$ cat config.mk
export PLATFORM = sky130hd
export DESIGN_NAME = wwdt_top
export DESIGN_NICKNAME = d
export VERILOG_FILES = /design/src/logic/wwdt_pkg.sv /design/src/logic/wwdt_tick.sv /design/src/logic/wwdt_top.sv
export SDC_FILE = /design/constraint.sdc
export NUM_CORES = 1
export LEC_CHECK = 0
export ABC_AREA = 1
export BUFFER_PORTS_ARGS = -buffer_cell sky130_fd_sc_hd__buf_2
export CAP_MARGIN = 5
export CORE_MARGIN = 3
export CORE_UTILIZATION = 45
export DETAILED_ROUTE_END_ITERATION = 10
export PLACE_DENSITY = 0.64
export RECOVER_POWER = 25
export SLEW_MARGIN = 10
export SYNTH_ARGS = -nofsm -noshare
export SYNTH_HDL_FRONTEND = slang
export SYNTH_SLANG_ARGS = --single-unit
$ cat constraint.sdc
create_clock -name pclk -period 4.9 [get_ports pclk]
set_input_delay 0.49 -clock pclk [delete_from_list [all_inputs] [get_ports pclk]]
set_output_delay 0.49 -clock pclk [all_outputs]
set_load 0.01 [all_outputs]
$ cat src/logic/wwdt_pkg.sv
// constants and state types of the windowed watchdog timer
//------------------------------------------------------------------------
//------------------------------------------------------------------------
package wwdt_pkg;

  // apb register byte offsets
  localparam logic [11:0] OFS_CLEAR  = 12'h000;
  localparam logic [11:0] OFS_STATUS = 12'h004;
  localparam logic [11:0] OFS_MSS    = 12'h008;
  localparam logic [11:0] OFS_XSS    = 12'h00C;

  // option byte field positions
  localparam int OPT_RUN_BIT  = 4;
  localparam int OPT_OTS_LO   = 1;
  localparam int OPT_WIN_LO   = 5;
  localparam int OPT_LSO_STOP = 0;

  // reset values and codes
  localparam logic [7:0]  CLEAR_CODE = 8'hAC;
  localparam logic [7:0]  MSS_RST    = 8'h00;
  localparam logic [7:0]  XSS_RST    = 8'h00;
  localparam logic [15:0] DATA_EXEMPT = 16'hFB00;
  localparam logic [15:0] CNT_MAX    = 16'hFFFF;

  // fault cause codes shown in status
  localparam logic [2:0] CAUSE_NONE  = 3'h0;
  localparam logic [2:0] CAUSE_OVF   = 3'h1;
  localparam logic [2:0] CAUSE_WIN   = 3'h2;
  localparam logic [2:0] CAUSE_CODE  = 3'h3;
  localparam logic [2:0] CAUSE_BIT   = 3'h4;
  localparam logic [2:0] CAUSE_FETCH = 3'h5;
  localparam logic [2:0] CAUSE_DATA  = 3'h6;

  // slow tick rate; kept fast so the shortest overflow is a few
  // thousand clocks, at the cost of a scaled time base
  localparam int PCLK_HZ  = 40_000_000;
  localparam int LSO_HZ   = 8_000_000;
  localparam int LSO_DIV  = PCLK_HZ / LSO_HZ;

  typedef enum logic [1:0] {
    WW_CAPTURE,
    WW_RUN,
    WW_OFF,
    WW_FAULT
  } wwdt_state_t;

endpackage : wwdt_pkg

$ cat src/logic/wwdt_tick.sv
// slow oscillator tick divider for the watchdog counter
`timescale 1ns/1ps
module wwdt_tick
  import wwdt_pkg::*;
(
  // clock and reset
  input  wire logic pclk,
  input  wire logic presetn,
  // control
  input  wire logic run,
  input  wire logic restart,
  // tick out
  output logic      tick
);

  typedef struct packed {
    logic [15:0] div;
    logic        tick;
  } wwdt_tick_st_t;

  localparam logic [15:0] DIV_LAST = 16'(LSO_DIV - 1);

  wwdt_tick_st_t s_r;
  wwdt_tick_st_t s_nxt;

  // restart realigns the phase so a clear shifts timing by under a tick
  always_comb begin
    s_nxt = s_r;
    s_nxt.tick = 1'b0;
    if (restart || !run) begin
      s_nxt.div = 16'h0000;
    end else if (s_r.div == DIV_LAST) begin
      s_nxt.div = 16'h0000;
      s_nxt.tick = 1'b1;
    end else begin
      s_nxt.div = s_r.div + 16'h0001;
    end
  end

  always_ff @(posedge pclk or negedge presetn) begin
    if (!presetn) begin
      s_r <= '0;
    end else begin
      s_r <= s_nxt;
    end
  end

  assign tick = s_r.tick;

endmodule : wwdt_tick

$ cat src/logic/wwdt_top.sv
// windowed watchdog timer with apb registers and access checking
//
// Register access over APB and the register offsets were decided locally.
`timescale 1ns/1ps
module wwdt_top
  import wwdt_pkg::*;
(
  // clock and reset
  input  wire logic        pclk,
  input  wire logic        presetn,
  // apb slave
  input  wire logic        psel,
  input  wire logic        penable,
  input  wire logic        pwrite,
  input  wire logic [11:0] paddr,
  input  wire logic [31:0] pwdata,
  output logic [31:0]      prdata,
  output logic             pready,
  output logic             pslverr,
  // non-volatile option byte and sidebands from the core
  input  wire logic [7:0]  option_byte,
  input  wire logic        bit_manip,
  input  wire logic        stop_mode,
  // core access monitor
  input  wire logic        fetch_valid,
  input  wire logic [15:0] fetch_addr,
  input  wire logic        data_valid,
  input  wire logic [15:0] data_addr,
  // reset request toward system reset logic
  output logic             wdt_reset_req
);

  //----------------------------------------------------------------------
  // state
  //----------------------------------------------------------------------
  typedef struct packed {
    wwdt_state_t state;
    logic [7:0]  opt;
    logic [15:0] cnt;
    logic        first_done;
    logic [7:0]  mss;
    logic [7:0]  xss;
    logic [2:0]  cause;
    logic        rst_req;
    logic [31:0] prdata;
    logic        slverr;
  } wwdt_st_t;

  wwdt_st_t s_r;
  wwdt_st_t s_nxt;

  //----------------------------------------------------------------------
  // decode helpers
  //----------------------------------------------------------------------
  // legal program area: 1 kb blocks from address zero
  function automatic logic in_mem(input logic [15:0] a,
                                  input logic [7:0]  m,
                                  input logic [7:0]  x);
    logic [16:0] top;
    top = {1'b0, m[5:0], 10'h000} + {1'b0, x[5:0], 10'h000};
    in_mem = ({1'b0, a} < top);
  endfunction : in_mem

  function automatic logic map_hit(input logic [11:0] a);
    map_hit = (a == OFS_CLEAR) || (a == OFS_STATUS) ||
              (a == OFS_MSS) || (a == OFS_XSS);
  endfunction : map_hit

  //----------------------------------------------------------------------
  // derived timing
  //----------------------------------------------------------------------
  logic [2:0]  ots;
  logic [1:0]  win;
  logic [15:0] limit;
  logic [15:0] quarter;
  logic [15:0] open_from;
  logic        running;
  logic        tick;
  logic        gate_off;

  assign ots = s_r.opt[OPT_OTS_LO +: 3];
  assign win = s_r.opt[OPT_WIN_LO +: 2];
  // longest choice reaches the full 16-bit count
  assign limit = CNT_MAX >> (3'd7 - ots);
  assign quarter = (limit >> 2) + 16'h0001;
  assign running = (s_r.state == WW_RUN);

  // window opens for the last 1, 2, 3 or 4 quarters of the period
  always_comb begin
    case (win)
      2'b00:   open_from = (quarter << 1) + quarter;
      2'b01:   open_from = quarter << 1;
      2'b10:   open_from = quarter;
      default: open_from = 16'h0000;
    endcase
  end

  // slow clock stops in stop mode only when the option lets it
  assign gate_off = stop_mode && s_r.opt[OPT_LSO_STOP];

  //----------------------------------------------------------------------
  // apb transfer decode
  //----------------------------------------------------------------------
  logic setup_ph;
  logic access_wr;
  logic clr_wr;
  logic clr_ok;
  logic win_closed;

  assign setup_ph = psel && !penable;
  assign access_wr = psel && penable && pwrite;
  assign clr_wr = access_wr && (paddr == OFS_CLEAR) && running;
  assign win_closed = s_r.first_done && (s_r.cnt < open_from);
  assign clr_ok = clr_wr && !bit_manip && !win_closed &&
                  (pwdata[7:0] == CLEAR_CODE);

  wwdt_tick u_tick (
    .pclk    (pclk),
    .presetn (presetn),
    .run     (running && !gate_off),
    .restart (clr_ok),
    .tick    (tick)
  );

  //----------------------------------------------------------------------
  // fault detection
  //----------------------------------------------------------------------
  logic       fault;
  logic [2:0] fault_cause;

  // earlier entries win when several faults meet in one cycle
  always_comb begin
    fault = 1'b1;
    fault_cause = CAUSE_NONE;
    if (clr_wr && bit_manip) begin
      fault_cause = CAUSE_BIT;
    end else if (clr_wr && (pwdata[7:0] != CLEAR_CODE)) begin
      fault_cause = CAUSE_CODE;
    end else if (clr_wr && win_closed) begin
      fault_cause = CAUSE_WIN;
    end else if (running && fetch_valid &&
                 !in_mem(fetch_addr, s_r.mss, s_r.xss)) begin
      fault_cause = CAUSE_FETCH;
    end else if (running && data_valid && (data_addr < DATA_EXEMPT) &&
                 !in_mem(data_addr, s_r.mss, s_r.xss)) begin
      fault_cause = CAUSE_DATA;
    end else if (running && tick && (s_r.cnt == limit) && !clr_ok) begin
      fault_cause = CAUSE_OVF;
    end else begin
      fault = 1'b0;
    end
  end

  //----------------------------------------------------------------------
  // next state
  //----------------------------------------------------------------------
  always_comb begin
    s_nxt = s_r;
    case (s_r.state)
      WW_CAPTURE: begin
        // option byte caught on the first edge after release
        s_nxt.opt = option_byte;
        s_nxt.state = option_byte[OPT_RUN_BIT] ? WW_RUN
                                               : WW_OFF;
      end
      WW_RUN: begin
        if (fault) begin
          s_nxt.state = WW_FAULT;
          s_nxt.rst_req = 1'b1;
          s_nxt.cause = fault_cause;
        end else if (clr_ok) begin
          s_nxt.cnt = 16'h0000;
          s_nxt.first_done = 1'b1;
        end else if (tick) begin
          s_nxt.cnt = s_r.cnt + 16'h0001;
        end
      end
      WW_OFF: begin
        s_nxt.cnt = 16'h0000;
      end
      WW_FAULT: begin
        // held until the system resets this block
        s_nxt.rst_req = 1'b1;
      end
      default: begin
        s_nxt.state = WW_FAULT;
        s_nxt.rst_req = 1'b1;
      end
    endcase

    // software writes to the region size registers
    if (access_wr && (paddr == OFS_MSS)) begin
      s_nxt.mss = pwdata[7:0];
    end
    if (access_wr && (paddr == OFS_XSS)) begin
      s_nxt.xss = pwdata[7:0];
    end

    // read data and error prepared in setup, shown in access
    if (setup_ph) begin
      s_nxt.slverr = !map_hit(paddr);
      case (paddr)
        OFS_STATUS: s_nxt.prdata = {s_r.cnt, 8'h00, s_r.first_done,
                                    s_r.rst_req, s_r.state,
                                    1'b0, s_r.cause};
        OFS_MSS:    s_nxt.prdata = {24'h000000, s_r.mss};
        OFS_XSS:    s_nxt.prdata = {24'h000000, s_r.xss};
        default:    s_nxt.prdata = 32'h00000000;
      endcase
    end
  end

  //----------------------------------------------------------------------
  // state register
  //----------------------------------------------------------------------
  always_ff @(posedge pclk or negedge presetn) begin
    if (!presetn) begin
      s_r <= '{state:      WW_CAPTURE,
               opt:        8'h00,
               cnt:        16'h0000,
               first_done: 1'b0,
               mss:        MSS_RST,
               xss:        XSS_RST,
               cause:      CAUSE_NONE,
               rst_req:    1'b0,
               prdata:     32'h00000000,
               slverr:     1'b0};
    end else begin
      s_r <= s_nxt;
    end
  end

  // zero wait state: the answer is ready in every access cycle
  assign pready = 1'b1;
  assign prdata = s_r.prdata;
  assign pslverr = s_r.slverr && psel && penable;
  assign wdt_reset_req = s_r.rst_req;
endmodule : wwdt_top

# Yosys cells after proc, flatten, opt, wreduce, memory -nomap -nowiden
# Cells that the tools add are included.
# totals
romBits,0
input_bits,93
latchBits,0
ram_bits,0
ff_bits,96
out_inout_bits,35
n_memories,0
wordCells,117
# op_classes
addsub,6
order_cmp,4
n_mul,0
reduce_logical,50
eq_ne,15
n_mux,28
shift,1
bitwise_logic,1
div,0
# ops
op,n
$pmux W32 S3,1
$mux W16,4
$pmux W16 S3,1
$lt A16 B17 Y1,2
$add A16 B1 Y16 const B,2
$pmux W16 S2,1
$logic_and A1 B1 Y1,26
$eq A12 B4 Y1 const B,2
$add A16 B16 Y17,1
$mux W17,1
$add A16 B15 Y16,1
$eq A16 B16 Y1,1
$eq A16 B3 Y1 const B,1
$lt A16 B16 Y1,1
$lt A16 B16 Y1 const B,1
$shr A16 B3 Y16 const A,1
$add A14 B1 Y15 const B,1
$mux W3,5
$eq A12 B3 Y1 const B,1
$logic_not A12 Y1,1
$mux W1,11
$logic_not A1 Y1,9
$eq A8 B8 Y1 const B,1
$ne A8 B8 Y1 const B,1
15 further kinds,28

# Longest topological paths before layout
# Gate-level depths: netlist (run 1).
# logic_depth
depth_word,20
ltp_mapped,30
ltp_nobuf,29

# By module
# A second synthesis (run 1) with hierarchy kept.
# unflattened
hier_cells,824
area_unflattened_um2,5992.0
# by_module_without_submodules
mod,seq_area_each_um2,n_inst,cells_per_inst,area_each_um2
wwdt_top,1751.7,1,697,5033.6
wwdt_tick,425.4,1,127,958.4

# Worst setup path after synthesis (run 1)
# OpenSTA, ideal clock, no wires.
# synth_timing
path_kind,register to register
startpoint,register s_r (netlist bit ots[2])
endpoint,register s_r[63] (netlist bit)
t_arrival_ps,3423
setup_time_ps,65
synth_period_minus_slack_ps,3487
required_ps,4835
n_path_buf,0
path_stages_with_launch,26
path_slack_ps,1413
path_cell_list,dfrtp_1 > nor2_1 > nand2_1 > inv_1 > ha_1 > inv_1 > fa_1 > nand2_1 > a21oi_1 > o21ai_0 > nand2_1 > o21ai_0 > a21oi_1 > a211oi_1 > ha_1 > nand2_1 > nor2_1 > nor2_1 > nand2_1 > nand2_1 > inv_1 > nor2_4 > inv_1 > nor2_1 > nand2_1 > nand2_1
# synth_between
elab_chain_len,20
word_cells_on_any_way,27
classes_between,add/sub: 3; order compare: 1; eq/ne: 3; shift: 1; mux: 10; reduce/logical: 9
# synth_rtl
element,line,rtl
from (decl),wwdt_top.sv:49,wwdt_st_t s_r;
from (signal assigned),wwdt_top.sv:218,"s_r <= '{state: WW_CAPTURE,"
from (signal assigned),wwdt_top.sv:229,s_r <= s_nxt;
$sub A3 B3 Y3 *,wwdt_top.sv:84,assign limit = CNT_MAX >> (3'd7 - ots);
$shr A16 B3 Y16 *,wwdt_top.sv:84,
$add A14 B1 Y15,wwdt_top.sv:85,assign quarter = (limit >> 2) + 16'h0001;
$add A16 B15 Y16,wwdt_top.sv:91,2'b00: open_from = (quarter << 1) + quarter;
$pmux W16 S3,wwdt_top.sv:90,case (win)
$lt A16 B16 Y1,wwdt_top.sv:113,assign win_closed = s_r.first_done && (s_r.cnt < open_from);
$logic_and A1 B1 Y1,wwdt_top.sv:113,
$logic_not A1 Y1,wwdt_top.sv:114,assign clr_ok = clr_wr && !bit_manip && !win_closed &&
(+4 left out),n/a,
$mux W1,wwdt_top.sv:147,end else if (running && tick && (s_r.cnt == limit) && !clr_ok) begin
$mux W1,wwdt_top.sv:144,end else if (running && data_valid && (data_addr < DATA_EXEMPT) &&
$mux W1,wwdt_top.sv:141,end else if (running && fetch_valid &&
$mux W1,wwdt_top.sv:139,end else if (clr_wr && win_closed) begin
$mux W1,wwdt_top.sv:137,end else if (clr_wr && (pwdata[7:0] != CLEAR_CODE)) begin
$mux W1,wwdt_top.sv:135,if (clr_wr && bit_manip) begin
$ne A2 B2 Y1 (no source line),n/a,
$reduce_and A3 Y1 (no source line),n/a,
# Every way passes the cells marked *; elsewhere a longest branch is shown, timed or not. The select of a mux whose other input is x is not followed.
# A chain may end at the register's enable or synchronous reset.

# Final worst setup path (run 1)
# layout_timing
startpoint,register s_r (netlist bit ots[0])
endpoint,register s_r[63] (netlist bit)
# The elaborated chain is that of the path after synthesis.

==> results.py, run 1 <==
metrics = {
    "outcome": {
        "status": "finished, violations left",
        "violations": "max-capacitance violations, max-slew violations",
    },
    "grt": {
        "grt_start_max_net_pins": 50,
        "antenna_found_initial": 0,
        "grt_use_total": 0.192,
        "grt_pass1_wl_um": 22800,
        "grt.busiest_layer": "met1",
        "met1_usage": 0.288,
        "gr-total-overflow": 0,
        "grtUsageMet3": 0.0364,
        "met2_usage": 0.283,
        "grt_pass1_vias": 4643,
    },
    "critical_path": {
        "arrival_ns": 4.56,
        "cpMostUsedCell": "nand2_1",
        "crit_type": "reg2reg",
        "end_kind": "flop",
        "slowest_stage": "dfrtp_1",
        "crit_path_max_fanout": 8,
        "max_stage_delay_ns": 0.49,
        "critPathTopFamily": "simple AND/OR/NAND/NOR gates",
        "path_buf_inv": 5,
        "critPathLaunchType": "flop",
        "critPathRequiredTime_ns": 5.19,
    },
    "logic_synthesis": {
        "synth_edf_count": 0,
        "synth_seq_cells": 87,
        "yosysSeqAreaShare": 0.363,
        "avgSynthCellArea_sq_um": 7.44,
        "async_reset_ff_frac": 1.00,
        "synth_warnings": 0,
        "ys_types": 45,
        "netlist_area_sq_um": 5990,
        "synth_ff_type": "dfrtp_1",
        "netlist_instances": 806,
    },
    "floorplanning": {
        "dieArea_sq_um": 14700,
        "die_y_um": 121,
        "coreArea_sq_um": 12800,
        "rows": 41,
        "start_util": 0.467,
        "ios": 128,
        "die_w_um": 121,
    },
    "cts": {
        "cts_tree": "done",
        "cts_inserted_buffers": 9,
        "clock-sinks": 87,
        "cts_root_buf": "clkbuf_16",
        "cts_setup_buffers": 0,
        "cts.repair.resized": 0,
        "clk_latency_ns": 0.35,
        "clkSlewWorstSetupHoldPaths_ns": 0.07,
        "htreeDepth": 3,
        "cts.hold.buffers_added": 0,
        "max-clock-path-buffers": 2,
    },
    "cells_and_area": {
        "layout_commonest_cell": "nand2_1",
        "stdcell_count": 1027,
        "fin_nets": 983,
        "layout_common_cells": "nand2_1, dfrtp_1, inv_1, nor2_1, buf_2",
        "drive_gt1_frac": 0.137,
        "n_antenna_cell": 0,
        "nFillCells": 1283,
        "area_delta_synth_final_pct": 10.5,
    },
    "placed_design": {
        "dp.cells": 1011,
        "io_buffers": 75,
        "place.gp.congestion": 0.847,
        "place_hpwl_um": 10200,
    },
    "flow_run": {
        "drv_cap": 1,
    },
    "power": {
        "p_int_uw": 1240,
        "p_sw_uw": 343,
        "powerDensity_nw_per_um2": 240,
        "p_leak_uw": 0.00336,
        "clkPwrFrac": 0.498,
        "combinationalPowerShare": 0.048,
        "power.share.sequential": 0.454,
        "ir_drop_mv": 0.132,
        "swShare": 0.216,
    },
    "detailed_routing": {
        "vias": 5110,
        "wl_um": 13500,
        "drc_errors": 0,
        "drtPass1Iterations": 5,
        "ant_nets": 0,
        "vias_per_cell": 4.98,
        "drtIter0Drc": 321,
        "wire_per_inst_um": 13.1,
    },
    "sta": {
        "skew_ns": 0.00737,
        "fin_crit_sh": 0.871,
        "drv_slew": 40,
        "fmax_ghz": 0.234,
        "slew_headroom": -0.390,
        "period_needed_ns": 4.27,
        "finalSetupViolCount": 0,
        "setup_tns_ns": 0,
        "rsz0062_at_grt": "false",
        "tightest_slew_ns": 2.08,
        "hold_viol": 0,
    },
    "min_path": {
        "hp-class": "in2reg",
    },
}
## final cells by class
type | instances | area [sq um] | area share
Timing Repair Buffer | 76 | 379 | 0.0572
Clock buffer | 11 | 233 | 0.0351
Sequential cell | 87 | 2180 | 0.329
Inverter | 91 | 342 | 0.0516
Multi-Input combinational cell | 585 | 3170 | 0.479
Clock inverter | 5 | 106 | 0.0161
Tap cell | 172 | 215 | 0.0325
## sequential cells by signal, summed over array words and instances (netlist names)
name	flops
wdt_reset_req	1
ots	3
u_tick.tick	1
prdata	24
s_r	42
u_tick.s_r	16
## path summary, 6_finish.rpt
kind / start / end / slack [ns] / cells past startpoint
setup / recovery: ots[0] / s_r[63] / 0.63 / 25
hold / removal: option_byte[0] / s_r[70] / 0.33 / 3
setup reg to reg: ots[0] / s_r[63] / 0.63 / 25
hold reg to reg: u_tick.s_r[1] / u_tick.s_r[1] / 0.47 / 1
max in group asynchronous: presetn / prdata[20] / 2.07 / 2
min in group asynchronous: presetn / s_r[47] / 0.73 / 1
## kinds of logic (layout without fill, tap and decap cells)
logic type                 Yosys count  count (layout)  share of synthesized area
xor gates and xnor gates            26              26                     0.0380
AOI/OAI and AO/OA                   80              80                     0.0766
buffers and inverters              141             183                      0.112
DFF                                 87              87                      0.363
adders and majority gates           40              40                     0.0860
other                                2               9                    0.00125
and+or+nand+nor                    430             430                      0.323
## power by group through the flow
| stage | registers [uW] | clock network, uW | logic, uW |
|---|---|---|---|
| detailed placement | 734 | 0 | 78.6 |
| finish | 720 | 790 | 76.5 |
| global placement | 734 | 0 | 77.6 |
| CTS | 720 | 802 | 79.1 |
| floorplan | 734 | 0 | 39.2 |
| global route | 720 | 834 | 89.0 |
## tightest hold or removal path: cells and delay by family
family                 cells  cell delay, ns
buffers and inverters      1            0.07
and+or+nand+nor            2            0.09
## metal layers
metal | routed length (um) | vias up
met5 | 0 | -
met4 | 169 | 0
met3 | 664 | 10
met2 | 5810 | 113
met1 | 6850 | 2317
li1 | - | 2670
## through the flow
stage | util | setup slack, ns | cell area [sq um] | total power [uW] | hold slack, ns
floorplan | - | 1.41 | 6020 | 773 | 0.194
CTS | 0.517 | 0.612 | 6630 | 1600 | 0.120
detailed placement | 0.491 | 0.635 | 6290 | 812 | 0.462
finish | 0.516 | 0.630 | 6620 | 1590 | 0.335
global route | 0.516 | 0.0264 | 6620 | 1640 | 0.347
global placement | 0.491 | 0.676 | 6290 | 811 | 0.455
## synth_stat cells (3+ instances only)
master | number | share of area
nor3b_1 | 4 | 0.0050
nor4_1 | 11 | 0.011
inv_1 | 81 | 0.051
nor2_1 | 79 | 0.049
nand3_1 | 65 | 0.054
nor3_1 | 13 | 0.011
o21ai_0 | 32 | 0.027
nand4_1 | 12 | 0.013
nor2_2 | 3 | 0.0031
nand3b_1 | 3 | 0.0038
clkbuf_1 | 12 | 0.0075
nand2_2 | 4 | 0.0042
xnor2_1 | 4 | 0.0058
xor2_1 | 22 | 0.032
dfrtp_1 | 87 | 0.36
inv_2 | 8 | 0.0050
nand2_1 | 223 | 0.14
o31ai_1 | 12 | 0.015
a21oi_1 | 20 | 0.017
ha_1 | 38 | 0.079
buf_4 | 35 | 0.044
o21ai_1 | 5 | 0.0042
(Power assumes the default switching activity.)
==> run 2, diff against run 1 <==
==> constraint.sdc (replaced) <==
create_clock -name pclk -period 5.4 [get_ports pclk]
set_input_delay 0.54 -clock pclk [delete_from_list [all_inputs] [get_ports pclk]]
set_output_delay 0.54 -clock pclk [all_outputs]
set_load 0.01 [all_outputs]
==> run 2 against run 1 <==
- the flow still finishes with violations (max-capacitance violations, max-slew violations)
- sequential share of layout area is 0.14 points higher
- maximum frequency is 0.28% higher
- non-clock buffer count stayed put
- via count is 0.18% lower
- global-route usage is 0.24 points lower
- final area is 0.42% lower
- sequential cell count stayed put
- count of clock-buffer cells in the layout is 1 lower
- worst hold slack better by 0.054 ns
- wire length is 1.1% lower
- highest routed layer unchanged
==> results.py, run 2 (synthesis gave the netlist of run 1 again) <==
metrics = {
    "outcome": {
        "status": "finished, violations left",
        "violations": "max-capacitance violations, max-slew violations",
    },
    "floorplanning": {
        "die_w_um": 121,
        "start_util": 0.467,
        "coreArea_sq_um": 12800,
        "die_y_um": 121,
        "dieArea_sq_um": 14700,
        "ios": 128,
        "rows": 41,
    },
    "grt": {
        "grt_start_max_net_pins": 50,
        "grtUsageMet3": 0.0317,
        "grt.busiest_layer": "met2",
        "gr-total-overflow": 0,
        "grt_pass1_vias": 4697,
        "met1_usage": 0.281,
        "grt_pass1_wl_um": 22500,
        "met2_usage": 0.283,
        "antenna_found_initial": 0,
        "grt_use_total": 0.189,
    },
    "cells_and_area": {
        "regMostFlops": "s_r",
        "stdcell_count": 1026,
        "fin_area_sq_um": 6600,
        "n_antenna_cell": 0,
        "drive_gt1_frac": 0.136,
        "fin_nets": 983,
        "area_delta_synth_final_pct": 10.1,
        "layout_commonest_cell": "nand2_1",
        "multiInputGateArea_sq_um": 3170,
        "largest_reg_flops": 42,
        "register_area_sq_um": 2180,
        "nFillCells": 1288,
        "layout_common_cells": "nand2_1, dfrtp_1, inv_1, nor2_1, buf_2",
    },
    "cts": {
        "cts.hold.buffers_added": 0,
        "cts_root_buf": "clkbuf_16",
        "cts.repair.resized": 0,
        "cts_tree": "done",
        "clk_latency_ns": 0.35,
        "clock-sinks": 87,
        "clkSlewWorstSetupHoldPaths_ns": 0.07,
        "cts_setup_buffers": 0,
        "max-clock-path-buffers": 2,
        "cts_inserted_buffers": 9,
        "htreeDepth": 3,
    },
    "critical_path": {
        "cp-startpoint": "ots[0]",
        "critPathLaunchType": "flop",
        "end_kind": "flop",
        "path_buf_inv": 5,
        "crit_type": "reg2reg",
        "r2r-start": "ots[0]",
        "critPathRequiredTime_ns": 5.68,
        "crit_path_max_fanout": 8,
        "r2r_setup_slack_ns": 1.14,
        "max_stage_delay_ns": 0.49,
        "cpMostUsedCell": "nand2_1",
        "arrival_ns": 4.54,
        "critPathTopFamily": "simple AND/OR/NAND/NOR gates",
        "slowest_stage": "dfrtp_1",
    },
    "placed_design": {
        "place_hpwl_um": 10200,
        "dp.cells": 1011,
        "post_dp_cell_area_sq_um": 6290,
        "io_buffers": 75,
        "place.gp.congestion": 0.869,
        "dp_slack_ns": 1.13,
    },
    "sta": {
        "hold_viol": 0,
        "tightest_slew_ns": 2.63,
        "hold_slack_ns": 0.389,
        "slew_headroom": -0.754,
        "period_needed_ns": 4.26,
        "rsz0062_at_grt": "false",
        "setup_tns_ns": 0,
        "finalSetupViolCount": 0,
        "fin_crit_sh": 0.789,
        "fin_ws_ns": 1.14,
        "drv_slew": 90,
        "fmax_ghz": 0.235,
        "skew_ns": 0.00771,
    },
    "power": {
        "combinationalPowerShare": 0.050,
        "p_sw_uw": 306,
        "clkPwrFrac": 0.478,
        "swShare": 0.221,
        "ir_drop_mv": 0.163,
        "powerDensity_nw_per_um2": 210,
        "power.share.sequential": 0.472,
        "p_leak_uw": 0.00334,
        "p_int_uw": 1080,
    },
    "min_path": {
        "worstHoldStart": "option_byte[0]",
        "hp-class": "in2reg",
    },
    "detailed_routing": {
        "drtIter0Drc": 313,
        "drc_errors": 0,
        "drtPass1Iterations": 5,
        "ant_nets": 0,
        "wire_per_inst_um": 13.0,
        "vias_per_cell": 4.97,
        "vias": 5101,
        "wl_um": 13300,
    },
    "flow_run": {
        "drv_cap": 2,
    },
}
==> run 2: cell count changes in the layout (fill, tap and decap cells not counted) <==
cell        before  now
clkbuf_2         1    0
bufinv_16        3    2
clkinvlp_4       1    2
==> run 2: path summary, 6_finish.rpt <==
kind,end,cells past startpoint
max,s_r[61],25
min,s_r[70],3
max reg2reg,s_r[61],25
min reg2reg,u_tick.s_r[1],1
max in group asynchronous,s_r[64],2
min in group asynchronous,s_r[48],1
==> run 2: per-layer routing <==
metal / share of wire / vias to the layer above
li1: - / 2661
met1: 0.51 / 2301
met2: 0.43 / 124
met3: 0.048 / 15
met4: 0.014 / 0
met5: 0 / -
==> run 2: area by class of cell <==
class / instances / area share
flip-flops and latches: 87 / 0.330
inverters: 91 / 0.0518
well taps: 172 / 0.0326
clock buffers: 10 / 0.0347
repair buffers: 76 / 0.0573
multi-input cells: 585 / 0.481
clock inverters: 5 / 0.0127
==> run 2: worst min-delay path, delay by kind of cell <==
family | cells | cell delay (ns)
buffers and inverters | 1 | 0.07
and+or+nand+nor | 2 | 0.09
==> run 2: per-stage QoR <==
step	utilization	total power [uW]
after detailed placement	0.491	737
after CTS	0.515	1400
after global placement	0.491	736
final	0.514	1390
after global routing	0.514	1440
after floorplan	-	701
==> run 2: power by group through the flow <==
stage,logic (uW),registers [uW],clock network [uW]
after floorplan,35.5,666,0
final,69.3,654,662
after global placement,70.3,666,0
after CTS,71.1,653,680
after global routing,81.1,653,701
after detailed placement,70.8,666,0
